### src/rtl/prnr_pkg.sv
// Constants, register map and field layout of the peripheral reset and NMI routing bank.
// Assumes a 32-bit AXI4-Lite master and a single 20 MHz system clock.
package prnr_pkg;
	// ****************************************
	// Addresses
	// ****************************************
	localparam logic [31:0] UNIT_BASE = 32'h4000_3000;
	localparam logic [31:0] OFS_CORE_CE = 32'h0000_0000;
	localparam logic [31:0] OFS_CORE_RST = 32'h0000_0004;
	localparam logic [31:0] OFS_KEY = 32'h0000_000C;
	localparam logic [31:0] OFS_SYS_SEL = 32'h0000_0014;
	localparam logic [31:0] OFS_PER_SEL = 32'h0000_0018;
	localparam logic [31:0] OFS_PLL = 32'h0000_001C;
	localparam logic [31:0] OFS_STATUS = 32'h0000_0020;
	localparam logic [31:0] OFS_CALIB = 32'h0000_0028;
	localparam logic [31:0] OFS_ROUTE = 32'h0000_002C;
	localparam logic [31:0] OFS_EVENT = 32'h0000_0030;
	localparam logic [31:0] OFS_MASK = 32'h0000_0034;
	localparam logic [31:0] ADDR_G0_CE = 32'h4002_0000;
	localparam logic [31:0] ADDR_G0_RST = 32'h4002_0004;
	localparam logic [31:0] ADDR_G1_CE = 32'h4002_1000;
	localparam logic [31:0] ADDR_G1_RST = 32'h4002_1004;
	localparam logic [31:0] ADDR_G2_CE = 32'h4002_2000;
	localparam logic [31:0] ADDR_G2_RST = 32'h4002_2004;
	// ****************************************
	// Decoded register indices
	// ****************************************
	localparam logic [4:0] IDX_CORE_CE = 5'h00;
	localparam logic [4:0] IDX_CORE_RST = 5'h01;
	localparam logic [4:0] IDX_KEY = 5'h02;
	localparam logic [4:0] IDX_SYS_SEL = 5'h03;
	localparam logic [4:0] IDX_PER_SEL = 5'h04;
	localparam logic [4:0] IDX_PLL = 5'h05;
	localparam logic [4:0] IDX_CALIB = 5'h06;
	localparam logic [4:0] IDX_STATUS = 5'h07;
	localparam logic [4:0] IDX_ROUTE = 5'h08;
	localparam logic [4:0] IDX_G0_CE = 5'h09;
	localparam logic [4:0] IDX_G0_RST = 5'h0A;
	localparam logic [4:0] IDX_G1_CE = 5'h0B;
	localparam logic [4:0] IDX_G1_RST = 5'h0C;
	localparam logic [4:0] IDX_G2_CE = 5'h0D;
	localparam logic [4:0] IDX_G2_RST = 5'h0E;
	localparam logic [4:0] IDX_EVENT = 5'h0F;
	localparam logic [4:0] IDX_MASK = 5'h10;
	localparam logic [4:0] IDX_NONE = 5'h1F;
	localparam int MISC_COUNT = 5;
	// ****************************************
	// Reset values and writable masks
	// ****************************************
	localparam logic [31:0] RST_CORE_CE = 32'h0020_0000;
	localparam logic [31:0] RST_ZERO = 32'h0000_0000;
	localparam logic [31:0] MASK_CORE_CE = 32'h0070_0007;
	localparam logic [31:0] MASK_G0_CE = 32'h00F0_01FF;
	localparam logic [31:0] MASK_G1_CE = 32'h00F0_009F;
	localparam logic [31:0] MASK_G2_CE = 32'h00F0_0007;
	localparam logic [31:0] MASK_CORE_RST = 32'h0000_0003;
	localparam logic [31:0] MASK_G0_RST = 32'h0000_01FF;
	localparam logic [31:0] MASK_G1_RST = 32'h0000_009F;
	localparam logic [31:0] MASK_G2_RST = 32'h0000_0007;
	// ****************************************
	// Fields
	// ****************************************
	localparam int CLKDIV_LSB = 20;
	localparam int KEY_LSB = 16;
	localparam logic [15:0] KEY_VALUE = 16'hA05F;
	localparam int ROUTE_LINE0_BIT = 2;
	localparam int ROUTE_CMP_BIT = 1;
	localparam int ROUTE_CLKF_BIT = 0;
	localparam int STS_CLKFAIL_BIT = 0;
	localparam int EV_CLKFAIL_BIT = 0;
	localparam int EV_NMI_BIT = 1;
	localparam int EV_KEYREJ_BIT = 2;
	localparam logic [1:0] RESP_OKAY = 2'h0;
	localparam logic [1:0] RESP_DECERR = 2'h3;
endpackage : prnr_pkg

### src/rtl/prnr_rst_pulse.sv
// Self-clearing peripheral reset bits for one bus group.
// Assumes set requests are one-cycle pulses already masked to the implemented bits.
`timescale 1ns/10ps
module prnr_rst_pulse #(
	parameter int WIDTH = 8
) (
	input wire logic i_clock,
	input wire logic i_nrst,
	input wire logic [WIDTH-1:0] i_set,
	input wire logic [2:0] i_div_sel,
	output logic [WIDTH-1:0] o_active
);
	// ****************************************
	// Bus clock enable divider
	// ****************************************
	logic [6:0] div_cnt_q;
	logic [6:0] div_mask;
	logic tick;
	assign div_mask = 7'(({1'b0, 7'h7F} << i_div_sel) >> 7) | 7'((8'h01 << i_div_sel) - 8'h01);
	assign tick = (div_cnt_q & div_mask) == div_mask;
	always_ff @(posedge i_clock or negedge i_nrst) begin
		if (!i_nrst) begin
			div_cnt_q <= 7'h00;
		end else begin
			div_cnt_q <= div_cnt_q + 7'h01;
		end
	end
	// ****************************************
	// Per-bit hold until a full bus clock period passed
	// ****************************************
	logic [WIDTH-1:0] seen_q;
	genvar k;
	for (k = 0; k < WIDTH; k++) begin : g_bit
		always_ff @(posedge i_clock or negedge i_nrst) begin
			if (!i_nrst) begin
				o_active[k] <= 1'b0;
				seen_q[k] <= 1'b0;
			end else if (!o_active[k]) begin
				o_active[k] <= i_set[k];
				seen_q[k] <= 1'b0;
			end else if (tick) begin
				seen_q[k] <= 1'b1;
				o_active[k] <= !seen_q[k];
			end
		end
	end
endmodule : prnr_rst_pulse

### src/rtl/prnr_bank.sv
// Clock and reset control register bank with peripheral resets and NMI routing.
// Assumes an AXI4-Lite master with one write and one read outstanding, and flag inputs
// that are held by their owning blocks until software clears them there.
//
// What this block does
// - Reset bits set only by writing one; zero ignored; hardware clears them afterwards.
// - Group1 reset: bit7 serial2, bit4 two-wire1, bits3-0 timers 7-4; rest reserved.
// - Group2 reset: bit2 serial3, bit1 segment display, bit0 LED pulse unit.
// - Group1 and group2 reset registers read zero after chip reset.
// - Group clock enable and reset pairs decode at their absolute addresses.
// - Unit registers decode at their offsets from the control unit base.
// - Routing enables change only when the upper key field holds the unlock value.
// - Routing bit2 sends line0 rising and falling flags to the NMI until cleared.
// - Line0 NMI routing takes precedence over its ordinary interrupt.
// - Routing bit1 sends the comparator flag to the NMI until cleared.
// - Comparator NMI routing takes precedence over its ordinary interrupt.
// - Routing bit0 sends the clock-failure flag to the NMI; only reset clears it.
// - Clock-failure NMI routing takes precedence over the ordinary clock unit interrupt.
// - Clock-failure flag shows in the clock status register and wakes from stop.
//
// Chosen here: register access over AXI4-Lite.
`timescale 1ns/10ps
module prnr_bank (
	input wire logic i_clock,
	input wire logic i_nrst,
	input wire logic i_awvalid,
	output logic o_awready,
	input wire logic [31:0] i_awaddr,
	input wire logic i_wvalid,
	output logic o_wready,
	input wire logic [31:0] i_wdata,
	input wire logic [3:0] i_wstrb,
	output logic o_bvalid,
	input wire logic i_bready,
	output logic [1:0] o_bresp,
	input wire logic i_arvalid,
	output logic o_arready,
	input wire logic [31:0] i_araddr,
	output logic o_rvalid,
	input wire logic i_rready,
	output logic [31:0] o_rdata,
	output logic [1:0] o_rresp,
	input wire logic i_line0_rise_flag,
	input wire logic i_line0_fall_flag,
	input wire logic i_line0_irq_req,
	input wire logic i_comparator_event_flag,
	input wire logic i_comparator_irq_req,
	input wire logic i_clockfail_detect,
	input wire logic i_clock_unit_irq_enable,
	output logic o_nmi,
	output logic o_line0_irq,
	output logic o_comparator_irq,
	output logic o_clock_unit_irq,
	output logic o_stop_wakeup,
	output logic [1:0] o_core_periph_reset,
	output logic [8:0] o_grp0_periph_reset,
	output logic [7:0] o_grp1_periph_reset,
	output logic [2:0] o_grp2_periph_reset,
	output logic o_irq
);
	// ****************************************
	// Address decoding
	// ****************************************
	function automatic logic [4:0] reg_index(input logic [31:0] a);
		logic [31:0] ofs;
		ofs = a - prnr_pkg::UNIT_BASE;
		if (a == prnr_pkg::ADDR_G0_CE) reg_index = prnr_pkg::IDX_G0_CE;
		else if (a == prnr_pkg::ADDR_G0_RST) reg_index = prnr_pkg::IDX_G0_RST;
		else if (a == prnr_pkg::ADDR_G1_CE) reg_index = prnr_pkg::IDX_G1_CE;
		else if (a == prnr_pkg::ADDR_G1_RST) reg_index = prnr_pkg::IDX_G1_RST;
		else if (a == prnr_pkg::ADDR_G2_CE) reg_index = prnr_pkg::IDX_G2_CE;
		else if (a == prnr_pkg::ADDR_G2_RST) reg_index = prnr_pkg::IDX_G2_RST;
		else if (ofs == prnr_pkg::OFS_CORE_CE) reg_index = prnr_pkg::IDX_CORE_CE;
		else if (ofs == prnr_pkg::OFS_CORE_RST) reg_index = prnr_pkg::IDX_CORE_RST;
		else if (ofs == prnr_pkg::OFS_KEY) reg_index = prnr_pkg::IDX_KEY;
		else if (ofs == prnr_pkg::OFS_SYS_SEL) reg_index = prnr_pkg::IDX_SYS_SEL;
		else if (ofs == prnr_pkg::OFS_PER_SEL) reg_index = prnr_pkg::IDX_PER_SEL;
		else if (ofs == prnr_pkg::OFS_PLL) reg_index = prnr_pkg::IDX_PLL;
		else if (ofs == prnr_pkg::OFS_STATUS) reg_index = prnr_pkg::IDX_STATUS;
		else if (ofs == prnr_pkg::OFS_CALIB) reg_index = prnr_pkg::IDX_CALIB;
		else if (ofs == prnr_pkg::OFS_ROUTE) reg_index = prnr_pkg::IDX_ROUTE;
		else if (ofs == prnr_pkg::OFS_EVENT) reg_index = prnr_pkg::IDX_EVENT;
		else if (ofs == prnr_pkg::OFS_MASK) reg_index = prnr_pkg::IDX_MASK;
		else reg_index = prnr_pkg::IDX_NONE;
	endfunction : reg_index

	function automatic logic [31:0] merge(input logic [31:0] old, input logic [31:0] d, input logic [3:0] s);
		logic [31:0] r;
		r = old;
		for (int b = 0; b < 4; b++) begin
			if (s[b]) begin
				r[8*b +: 8] = d[8*b +: 8];
			end
		end
		merge = r;
	endfunction : merge

	// ****************************************
	// Write channel
	// ****************************************
	logic aw_hold_q;
	logic w_hold_q;
	logic [31:0] aw_addr_q;
	logic [31:0] w_data_q;
	logic [3:0] w_strb_q;
	logic aw_hs;
	logic w_hs;
	logic wr_do;
	logic aw_hold_d;
	logic w_hold_d;
	logic [4:0] wr_idx;
	logic [31:0] wr_val;
	logic [31:0] wr_ones;
	assign aw_hs = i_awvalid && o_awready;
	assign w_hs = i_wvalid && o_wready;
	assign wr_do = aw_hold_q && w_hold_q && !o_bvalid;
	assign aw_hold_d = (aw_hold_q || aw_hs) && !wr_do;
	assign w_hold_d = (w_hold_q || w_hs) && !wr_do;
	assign wr_idx = reg_index(aw_addr_q);
	assign wr_ones = merge(prnr_pkg::RST_ZERO, w_data_q, w_strb_q);

	always_ff @(posedge i_clock or negedge i_nrst) begin
		if (!i_nrst) begin
			aw_hold_q <= 1'b0;
			w_hold_q <= 1'b0;
			o_awready <= 1'b1;
			o_wready <= 1'b1;
			o_bvalid <= 1'b0;
			o_bresp <= prnr_pkg::RESP_OKAY;
		end else begin
			aw_hold_q <= aw_hold_d;
			w_hold_q <= w_hold_d;
			o_awready <= !aw_hold_d;
			o_wready <= !w_hold_d;
			if (wr_do) begin
				o_bvalid <= 1'b1;
				o_bresp <= (wr_idx == prnr_pkg::IDX_NONE) ? prnr_pkg::RESP_DECERR : prnr_pkg::RESP_OKAY;
			end else if (i_bready) begin
				o_bvalid <= 1'b0;
			end
		end
	end

	always_ff @(posedge i_clock) begin
		if (aw_hs) begin
			aw_addr_q <= i_awaddr;
		end
		if (w_hs) begin
			w_data_q <= i_wdata;
			w_strb_q <= i_wstrb;
		end
	end

	// ****************************************
	// Plain storage registers
	// ****************************************
	logic [31:0] core_ce_q;
	logic [31:0] g0_ce_q;
	logic [31:0] g1_ce_q;
	logic [31:0] g2_ce_q;
	logic [31:0] misc_q [prnr_pkg::MISC_COUNT];
	logic wr_misc;
	logic [2:0] misc_sel;
	assign wr_misc = wr_do && (wr_idx >= prnr_pkg::IDX_KEY) && (wr_idx <= prnr_pkg::IDX_CALIB);
	assign misc_sel = 3'(wr_idx - prnr_pkg::IDX_KEY);

	always_ff @(posedge i_clock or negedge i_nrst) begin
		if (!i_nrst) begin
			core_ce_q <= prnr_pkg::RST_CORE_CE;
			g0_ce_q <= prnr_pkg::RST_ZERO;
			g1_ce_q <= prnr_pkg::RST_ZERO;
			g2_ce_q <= prnr_pkg::RST_ZERO;
			for (int i = 0; i < prnr_pkg::MISC_COUNT; i++) begin
				misc_q[i] <= prnr_pkg::RST_ZERO;
			end
		end else if (wr_do) begin
			if (wr_idx == prnr_pkg::IDX_CORE_CE) core_ce_q <= merge(core_ce_q, w_data_q, w_strb_q) & prnr_pkg::MASK_CORE_CE;
			if (wr_idx == prnr_pkg::IDX_G0_CE) g0_ce_q <= merge(g0_ce_q, w_data_q, w_strb_q) & prnr_pkg::MASK_G0_CE;
			if (wr_idx == prnr_pkg::IDX_G1_CE) g1_ce_q <= merge(g1_ce_q, w_data_q, w_strb_q) & prnr_pkg::MASK_G1_CE;
			if (wr_idx == prnr_pkg::IDX_G2_CE) g2_ce_q <= merge(g2_ce_q, w_data_q, w_strb_q) & prnr_pkg::MASK_G2_CE;
			if (wr_misc) misc_q[misc_sel] <= merge(misc_q[misc_sel], w_data_q, w_strb_q);
		end
	end

	// ****************************************
	// Self-clearing peripheral resets
	// ****************************************
	logic [31:0] set_core;
	logic [31:0] set_g0;
	logic [31:0] set_g1;
	logic [31:0] set_g2;
	assign set_core = (wr_do && wr_idx == prnr_pkg::IDX_CORE_RST) ? (wr_ones & prnr_pkg::MASK_CORE_RST) : 32'h0000_0000;
	assign set_g0 = (wr_do && wr_idx == prnr_pkg::IDX_G0_RST) ? (wr_ones & prnr_pkg::MASK_G0_RST) : 32'h0000_0000;
	assign set_g1 = (wr_do && wr_idx == prnr_pkg::IDX_G1_RST) ? (wr_ones & prnr_pkg::MASK_G1_RST) : 32'h0000_0000;
	assign set_g2 = (wr_do && wr_idx == prnr_pkg::IDX_G2_RST) ? (wr_ones & prnr_pkg::MASK_G2_RST) : 32'h0000_0000;

	prnr_rst_pulse #(.WIDTH(2)) u_core_rst (
		.i_clock(i_clock),
		.i_nrst(i_nrst),
		.i_set(set_core[1:0]),
		.i_div_sel(core_ce_q[prnr_pkg::CLKDIV_LSB +: 3]),
		.o_active(o_core_periph_reset)
	);
	prnr_rst_pulse #(.WIDTH(9)) u_g0_rst (
		.i_clock(i_clock),
		.i_nrst(i_nrst),
		.i_set(set_g0[8:0]),
		.i_div_sel(g0_ce_q[prnr_pkg::CLKDIV_LSB +: 3]),
		.o_active(o_grp0_periph_reset)
	);
	prnr_rst_pulse #(.WIDTH(8)) u_g1_rst (
		.i_clock(i_clock),
		.i_nrst(i_nrst),
		.i_set(set_g1[7:0]),
		.i_div_sel(g1_ce_q[prnr_pkg::CLKDIV_LSB +: 3]),
		.o_active(o_grp1_periph_reset)
	);
	prnr_rst_pulse #(.WIDTH(3)) u_g2_rst (
		.i_clock(i_clock),
		.i_nrst(i_nrst),
		.i_set(set_g2[2:0]),
		.i_div_sel(g2_ce_q[prnr_pkg::CLKDIV_LSB +: 3]),
		.o_active(o_grp2_periph_reset)
	);

	// ****************************************
	// NMI routing and clock failure
	// ****************************************
	logic [2:0] route_q;
	logic clkfail_q;
	logic wr_route;
	logic key_ok;
	logic nmi_d;
	assign wr_route = wr_do && wr_idx == prnr_pkg::IDX_ROUTE;
	assign key_ok = (&w_strb_q[3:2]) && w_data_q[prnr_pkg::KEY_LSB +: 16] == prnr_pkg::KEY_VALUE;
	assign wr_val = merge(prnr_pkg::RST_ZERO, w_data_q, w_strb_q);
	assign nmi_d = (route_q[prnr_pkg::ROUTE_LINE0_BIT] && (i_line0_rise_flag || i_line0_fall_flag))
		|| (route_q[prnr_pkg::ROUTE_CMP_BIT] && i_comparator_event_flag)
		|| (route_q[prnr_pkg::ROUTE_CLKF_BIT] && clkfail_q);

	always_ff @(posedge i_clock or negedge i_nrst) begin
		if (!i_nrst) begin
			route_q <= 3'h0;
			clkfail_q <= 1'b0;
			o_nmi <= 1'b0;
			o_line0_irq <= 1'b0;
			o_comparator_irq <= 1'b0;
			o_clock_unit_irq <= 1'b0;
			o_stop_wakeup <= 1'b0;
		end else begin
			if (wr_route && key_ok && w_strb_q[0]) begin
				route_q <= wr_val[2:0];
			end
			clkfail_q <= clkfail_q || i_clockfail_detect;
			o_nmi <= nmi_d;
			o_line0_irq <= i_line0_irq_req && !route_q[prnr_pkg::ROUTE_LINE0_BIT];
			o_comparator_irq <= i_comparator_irq_req && !route_q[prnr_pkg::ROUTE_CMP_BIT];
			o_clock_unit_irq <= clkfail_q && i_clock_unit_irq_enable && !route_q[prnr_pkg::ROUTE_CLKF_BIT];
			o_stop_wakeup <= clkfail_q;
		end
	end

	// ****************************************
	// Event status, mask and interrupt
	// ****************************************
	logic [2:0] evt_q;
	logic [2:0] mask_q;
	logic [2:0] evt_set;
	logic [2:0] evt_clr;
	assign evt_set[prnr_pkg::EV_CLKFAIL_BIT] = i_clockfail_detect && !clkfail_q;
	assign evt_set[prnr_pkg::EV_NMI_BIT] = nmi_d && !o_nmi;
	assign evt_set[prnr_pkg::EV_KEYREJ_BIT] = wr_route && !key_ok;
	assign evt_clr = (wr_do && wr_idx == prnr_pkg::IDX_EVENT) ? wr_ones[2:0] : 3'h0;

	always_ff @(posedge i_clock or negedge i_nrst) begin
		if (!i_nrst) begin
			evt_q <= 3'h0;
			mask_q <= 3'h0;
			o_irq <= 1'b0;
		end else begin
			evt_q <= (evt_q & ~evt_clr) | evt_set;
			if (wr_do && wr_idx == prnr_pkg::IDX_MASK) begin
				mask_q <= wr_ones[2:0];
			end
			o_irq <= |(evt_q & mask_q);
		end
	end

	// ****************************************
	// Read channel
	// ****************************************
	logic ar_hs;
	logic rvalid_d;
	logic [4:0] rd_idx;
	logic [31:0] rd_val;
	assign ar_hs = i_arvalid && o_arready;
	assign rvalid_d = ar_hs || (o_rvalid && !i_rready);
	assign rd_idx = reg_index(i_araddr);

	always_comb begin
		rd_val = 32'h0000_0000;
		case (rd_idx)
			prnr_pkg::IDX_CORE_CE: rd_val = core_ce_q;
			prnr_pkg::IDX_CORE_RST: rd_val = {30'h0, o_core_periph_reset};
			prnr_pkg::IDX_KEY: rd_val = misc_q[0];
			prnr_pkg::IDX_SYS_SEL: rd_val = misc_q[1];
			prnr_pkg::IDX_PER_SEL: rd_val = misc_q[2];
			prnr_pkg::IDX_PLL: rd_val = misc_q[3];
			prnr_pkg::IDX_CALIB: rd_val = misc_q[4];
			prnr_pkg::IDX_STATUS: rd_val[prnr_pkg::STS_CLKFAIL_BIT] = clkfail_q;
			prnr_pkg::IDX_ROUTE: rd_val = {29'h0, route_q};
			prnr_pkg::IDX_G0_CE: rd_val = g0_ce_q;
			prnr_pkg::IDX_G0_RST: rd_val = {23'h0, o_grp0_periph_reset};
			prnr_pkg::IDX_G1_CE: rd_val = g1_ce_q;
			prnr_pkg::IDX_G1_RST: rd_val = {24'h0, o_grp1_periph_reset};
			prnr_pkg::IDX_G2_CE: rd_val = g2_ce_q;
			prnr_pkg::IDX_G2_RST: rd_val = {29'h0, o_grp2_periph_reset};
			prnr_pkg::IDX_EVENT: rd_val = {29'h0, evt_q};
			prnr_pkg::IDX_MASK: rd_val = {29'h0, mask_q};
			default: rd_val = 32'h0000_0000;
		endcase
	end

	always_ff @(posedge i_clock or negedge i_nrst) begin
		if (!i_nrst) begin
			o_arready <= 1'b1;
			o_rvalid <= 1'b0;
			o_rdata <= 32'h0000_0000;
			o_rresp <= prnr_pkg::RESP_OKAY;
		end else begin
			o_rvalid <= rvalid_d;
			o_arready <= !rvalid_d;
			if (ar_hs) begin
				o_rdata <= rd_val;
				o_rresp <= (rd_idx == prnr_pkg::IDX_NONE) ? prnr_pkg::RESP_DECERR : prnr_pkg::RESP_OKAY;
			end
		end
	end
endmodule : prnr_bank

### config.mk
export PLATFORM = sky130hd
export DESIGN_NAME = prnr_bank
export DESIGN_NICKNAME = d
export VERILOG_FILES = /design/src/rtl/prnr_pkg.sv /design/src/rtl/prnr_rst_pulse.sv /design/src/rtl/prnr_bank.sv
export SDC_FILE = /design/constraint.sdc
export NUM_CORES = 1
export LEC_CHECK = 0
export BUFFER_PORTS_ARGS = -buffer_cell sky130_fd_sc_hd__buf_2
export CAP_MARGIN = 20
export CORE_MARGIN = 2
export CORE_UTILIZATION = 50
export CTS_BUF_LIST = sky130_fd_sc_hd__clkbuf_16
export DETAILED_ROUTE_END_ITERATION = 10
export PLACE_DENSITY = 0.71
export SYNTH_ARGS = -nofsm -noshare
export SYNTH_HDL_FRONTEND = slang
export SYNTH_SLANG_ARGS = --single-unit
export TNS_END_PERCENT = 100
### constraint.sdc
create_clock -name i_clock -period 3.4 [get_ports i_clock]
set_input_delay 0 -clock i_clock [delete_from_list [all_inputs] [get_ports i_clock]]
set_output_delay 0 -clock i_clock [all_outputs]
set_load 0.02 [all_outputs]
==> impl_metrics.env <==
export IMPL_rsz0062_at_grt="yes"
export IMPL_layout_drive_gt1_share_pct=21.9
export IMPL_place_port_buffers=182
export IMPL_finalHoldViolCount=0
export IMPL_postSynthNetCount=1930
export IMPL_endpoint="misc_q[145]"
export IMPL_p_seq_share_pct=48.6
export IMPL_grt_start_max_net_pins=98
export IMPL_timing_hold_worst_start="i_line0_rise_flag"
export IMPL_fmax_mhz=306
export IMPL_netSwitchingPower_mw=3.10
export IMPL_hold_path_depth=4
export IMPL_global_route_wire_length_before_repair_mm=90.6
export IMPL_drv_cap=0
export IMPL_netlist_instances=1805
export IMPL_share_clk_of_total_power_pct=39.4
export IMPL_drt_total_wl_mm=60.1
export IMPL_internal_power_mw=8.02
export IMPL_seqCellArea_um2=10200
export IMPL_wirelength_per_cell_um=22.8
export IMPL_worst_ir_drop_vdd_mv=0.486
export IMPL_clkTransAtPathRegs_ns=0.06
export IMPL_rows=71
export IMPL_worst_slew_pin_transition_ns=0.800
export IMPL_synth_edff_count=68
export IMPL_root_buffer_master="clkbuf_16"
export IMPL_die_h_um=199
export IMPL_yosys_area_top_type_share_pct=42.1
export IMPL_ys_top_cells_by_area="dfrtp_1, edfxtp_1, nor2_1"
export IMPL_synth_warnings=0
export IMPL_drt_initial_drc_count=1713
export IMPL_die_area_um2=39800
export IMPL_synth_area_per_cell_um2=10.6
export IMPL_detail_route_first_pass_iterations=7
export IMPL_multiInputGateArea_um2=8530
export IMPL_swShare_pct=27.9
export IMPL_timing_critical_path_from="aw_addr_q[9]"
export IMPL_first_global_vias=16500
export IMPL_worst_endpoint_arrival_ns=3.68
export IMPL_count_of_distinct_cell_types_in_the_synthesized_netlist=91
export IMPL_die_width_um=199
export IMPL_clkLatencyLatePin_ns=0.57
export IMPL_initial_core_util_pct=50.7
export IMPL_worstSetupStartpointType="flop"
export IMPL_placed_cells_incl_taps=2469
export IMPL_cts_htree_levels=2
export IMPL_totalPowerFinal_mw=11.1
export IMPL_power_frac_comb_pct=11.9
export IMPL_reg2regPathDepth=15
export IMPL_critPathMaxFanout=13
export IMPL_ys_seq_area_share_pct=53.3
export IMPL_ctsLongestPathBuffers=3
export IMPL_endpoint_kind="flop"
export IMPL_synthesis_area_um2=19100
export IMPL_worst_r2r_setup_slack_ns=0.13
export IMPL_floorplan_io_pins=183
export IMPL_finalSetupViolCount=0
export IMPL_critPathKind="flop to flop"
export IMPL_final_period_utilization_pct=96.2
export IMPL_timing_rr_start="aw_addr_q[9]"
export IMPL_worst_skew_ns=0.0182
export IMPL_core_um2=37700
export IMPL_critical_path_reg2reg_endpoint="misc_q[145]"
export IMPL_vias=16900
export IMPL_cts_inserted_buffers=43
export IMPL_filler_cell_count=3068
export IMPL_cts_tree="yes"
export IMPL_final_instance_count_excl_fill=2635
export IMPL_max_slew_margin_rel_pct=46.4
export IMPL_final_period_minus_worst_setup_slack_ns=3.27
export IMPL_place_detailed_hpwl_mm=37.0
export IMPL_postSynth_topFlopCell="dfrtp_1"
export IMPL_place_gp_congestion=0.926
export IMPL_drt_antenna_violating_nets=0
export IMPL_power_density_nw_per_um2=474
export IMPL_syn2layout_area_growth_pct=22.8
export IMPL_grt_antenna_before_repair=0
export IMPL_n_antenna_cell=0
export IMPL_finalMaxSlewViolations=0
export IMPL_grt_total_usage_pct=29.5
export IMPL_route_detailed_drc=0
export IMPL_worst_min_path_class="primary input to flop"
export IMPL_num_nets_final=2217
export IMPL_static_leakage_power_nw=9.76
export IMPL_worst_endpoint_required_ns=3.81
export IMPL_clock_sink_count=393
export IMPL_async_reset_ff_share_pct=82.7
export IMPL_via_per_inst=6.43
export IMPL_synth_ff_latch_count=393
export IMPL_synth_largest_area_cell="dfrtp_1"
export IMPL_globalRoute_totalOverflow=0
export IMPL_status="completed"
-- how the worst min path moves through the flow --
stage,endpoint,slack (ns)
3_5_place_dp,u_g2_rst.seen_q[0],0.09
2_1_floorplan,aw_hold_q,-0.30
3_3_place_gp,u_g2_rst.seen_q[0],0.09
6_report,evt_q[1],0.06
4_1_cts,evt_q[1],0.04
5_1_grt,evt_q[1],0.09
-- cell usage after synthesis (9+ instances only) --
cell type  instances
o21ai_0           80
a221oi_1          11
nand2_1          149
clkbuf_1          46
a41oi_1           73
a21oi_1           58
a22o_1            32
nor4_1            12
a222oi_1          31
nand3_1           42
ha_1              11
and2_1            12
o21ai_1           26
edfxtp_1          68
nor2_1           231
mux2_2            28
nor2b_1           12
xor2_1             9
a22oi_1           26
o221ai_2          26
xnor2_1           16
dfrtp_1          321
nor3_1            17
o21a_1            29
buf_4             13
buf_2             35
inv_1             35
mux2i_1           46
and3_1            13
a31oi_1          121
-- repair_timing --
item	in CTS	in global routing
hold buffers	81	0
setup endpoints to repair	84	162
hold endpoints to repair	176	0
buffers inserted	2	1
pin swaps	3	5
gates cloned	0	5
resized for setup	5	48
-- cells by family after synthesis --
group | count (synthesis) | synth area share (%)
compound gates | 577 | 22.5
fa+ha+maj | 11 | 0.721
flops | 393 | 53.3
buf+inv | 144 | 3.45
xor+xnor | 25 | 1.15
mux | 74 | 4.06
simple gates | 581 | 14.9
-- power groups by stage --
stage	logic (mW)	registers, mW	clock network, mW
after global placement	1.22	5.46	0
after detailed placement	1.23	5.47	0
after floorplan	0.572	5.49	0
final	1.33	5.40	4.39
after CTS	1.31	5.39	4.43
after global routing	1.44	5.43	4.62
-- registers in the layout (all words and copies together) (netlist names), 8 cells and up --
name	count
u_g0_rst.o_active	9
w_data_q	32
g1_ce_q	10
misc_q	160
g0_ce_q	13
u_g1_rst.o_active	8
u_g1_rst.seen_q	8
aw_addr_q	32
u_g0_rst.seen_q	9
o_rdata	32
-- cells in the final DEF, fill, tap and decap left out, drive strengths merged, types with 34 or more instances in the layout --
master,netlist,final
a31oi,121,121
o21ai,106,106
dfrtp,321,321
nand2,149,149
buf,58,264
nand3,44,44
clkbuf,48,48
o221ai,34,34
nor2,238,238
mux2i,46,46
edfxtp,68,68
dlygate4sd3,0,81
a21oi,59,59
a41oi,73,73
inv,36,45
-- area by class of cell --
cell class / instances / share of cell area, %
timing repair buffer: 348 / 11.3
tap: 511 / 2.73
clock inverter: 32 / 0.747
inverter: 38 / 0.608
clock buffer: 45 / 4.80
multi-input combinational: 1268 / 36.4
sequential: 393 / 43.4
-- metal layers --
metal / part of all wire, % / global-route usage, %
met5: 0 / 0
met4: 4.0 / 13.3
met3: 9.7 / 5.92
met1: 40 / 39.4
met2: 46 / 46.8
-- per-stage QoR --
stage                         TNS, ns  hold slack (ns)  area [um2]  setup slack [ns]  util, %
after global placement         -0.407           0.0901       21000           -0.0236     55.7
after CTS                 -0.00000311           0.0411       23100       -0.00000311     61.4
final                               0           0.0618       23400             0.129     62.2
after global routing          -0.0565           0.0858       23400           -0.0183     62.2
after floorplan                     0           -0.296       19100             0.177        -
after detailed placement        -3.45           0.0902       21000           -0.0835     55.7
-- worst max-delay path, cell delays in order, from the launching register on --
cell	delay (ns)
edfxtp_1	0.42
nor4_4	0.31
buf_4	0.18
nand3_4	0.08
nor4_4	0.33
a32o_2	0.30
ha_4	0.16
nor2b_1	0.04
o21ai_0	0.12
o21ai_0	0.11
a22o_1	0.24
and3_4	0.22
and2_4	0.20
clkbuf_16	0.19
nor2_1	0.15
a41oi_1	0.07
Power figures use the tool's default switching activity.
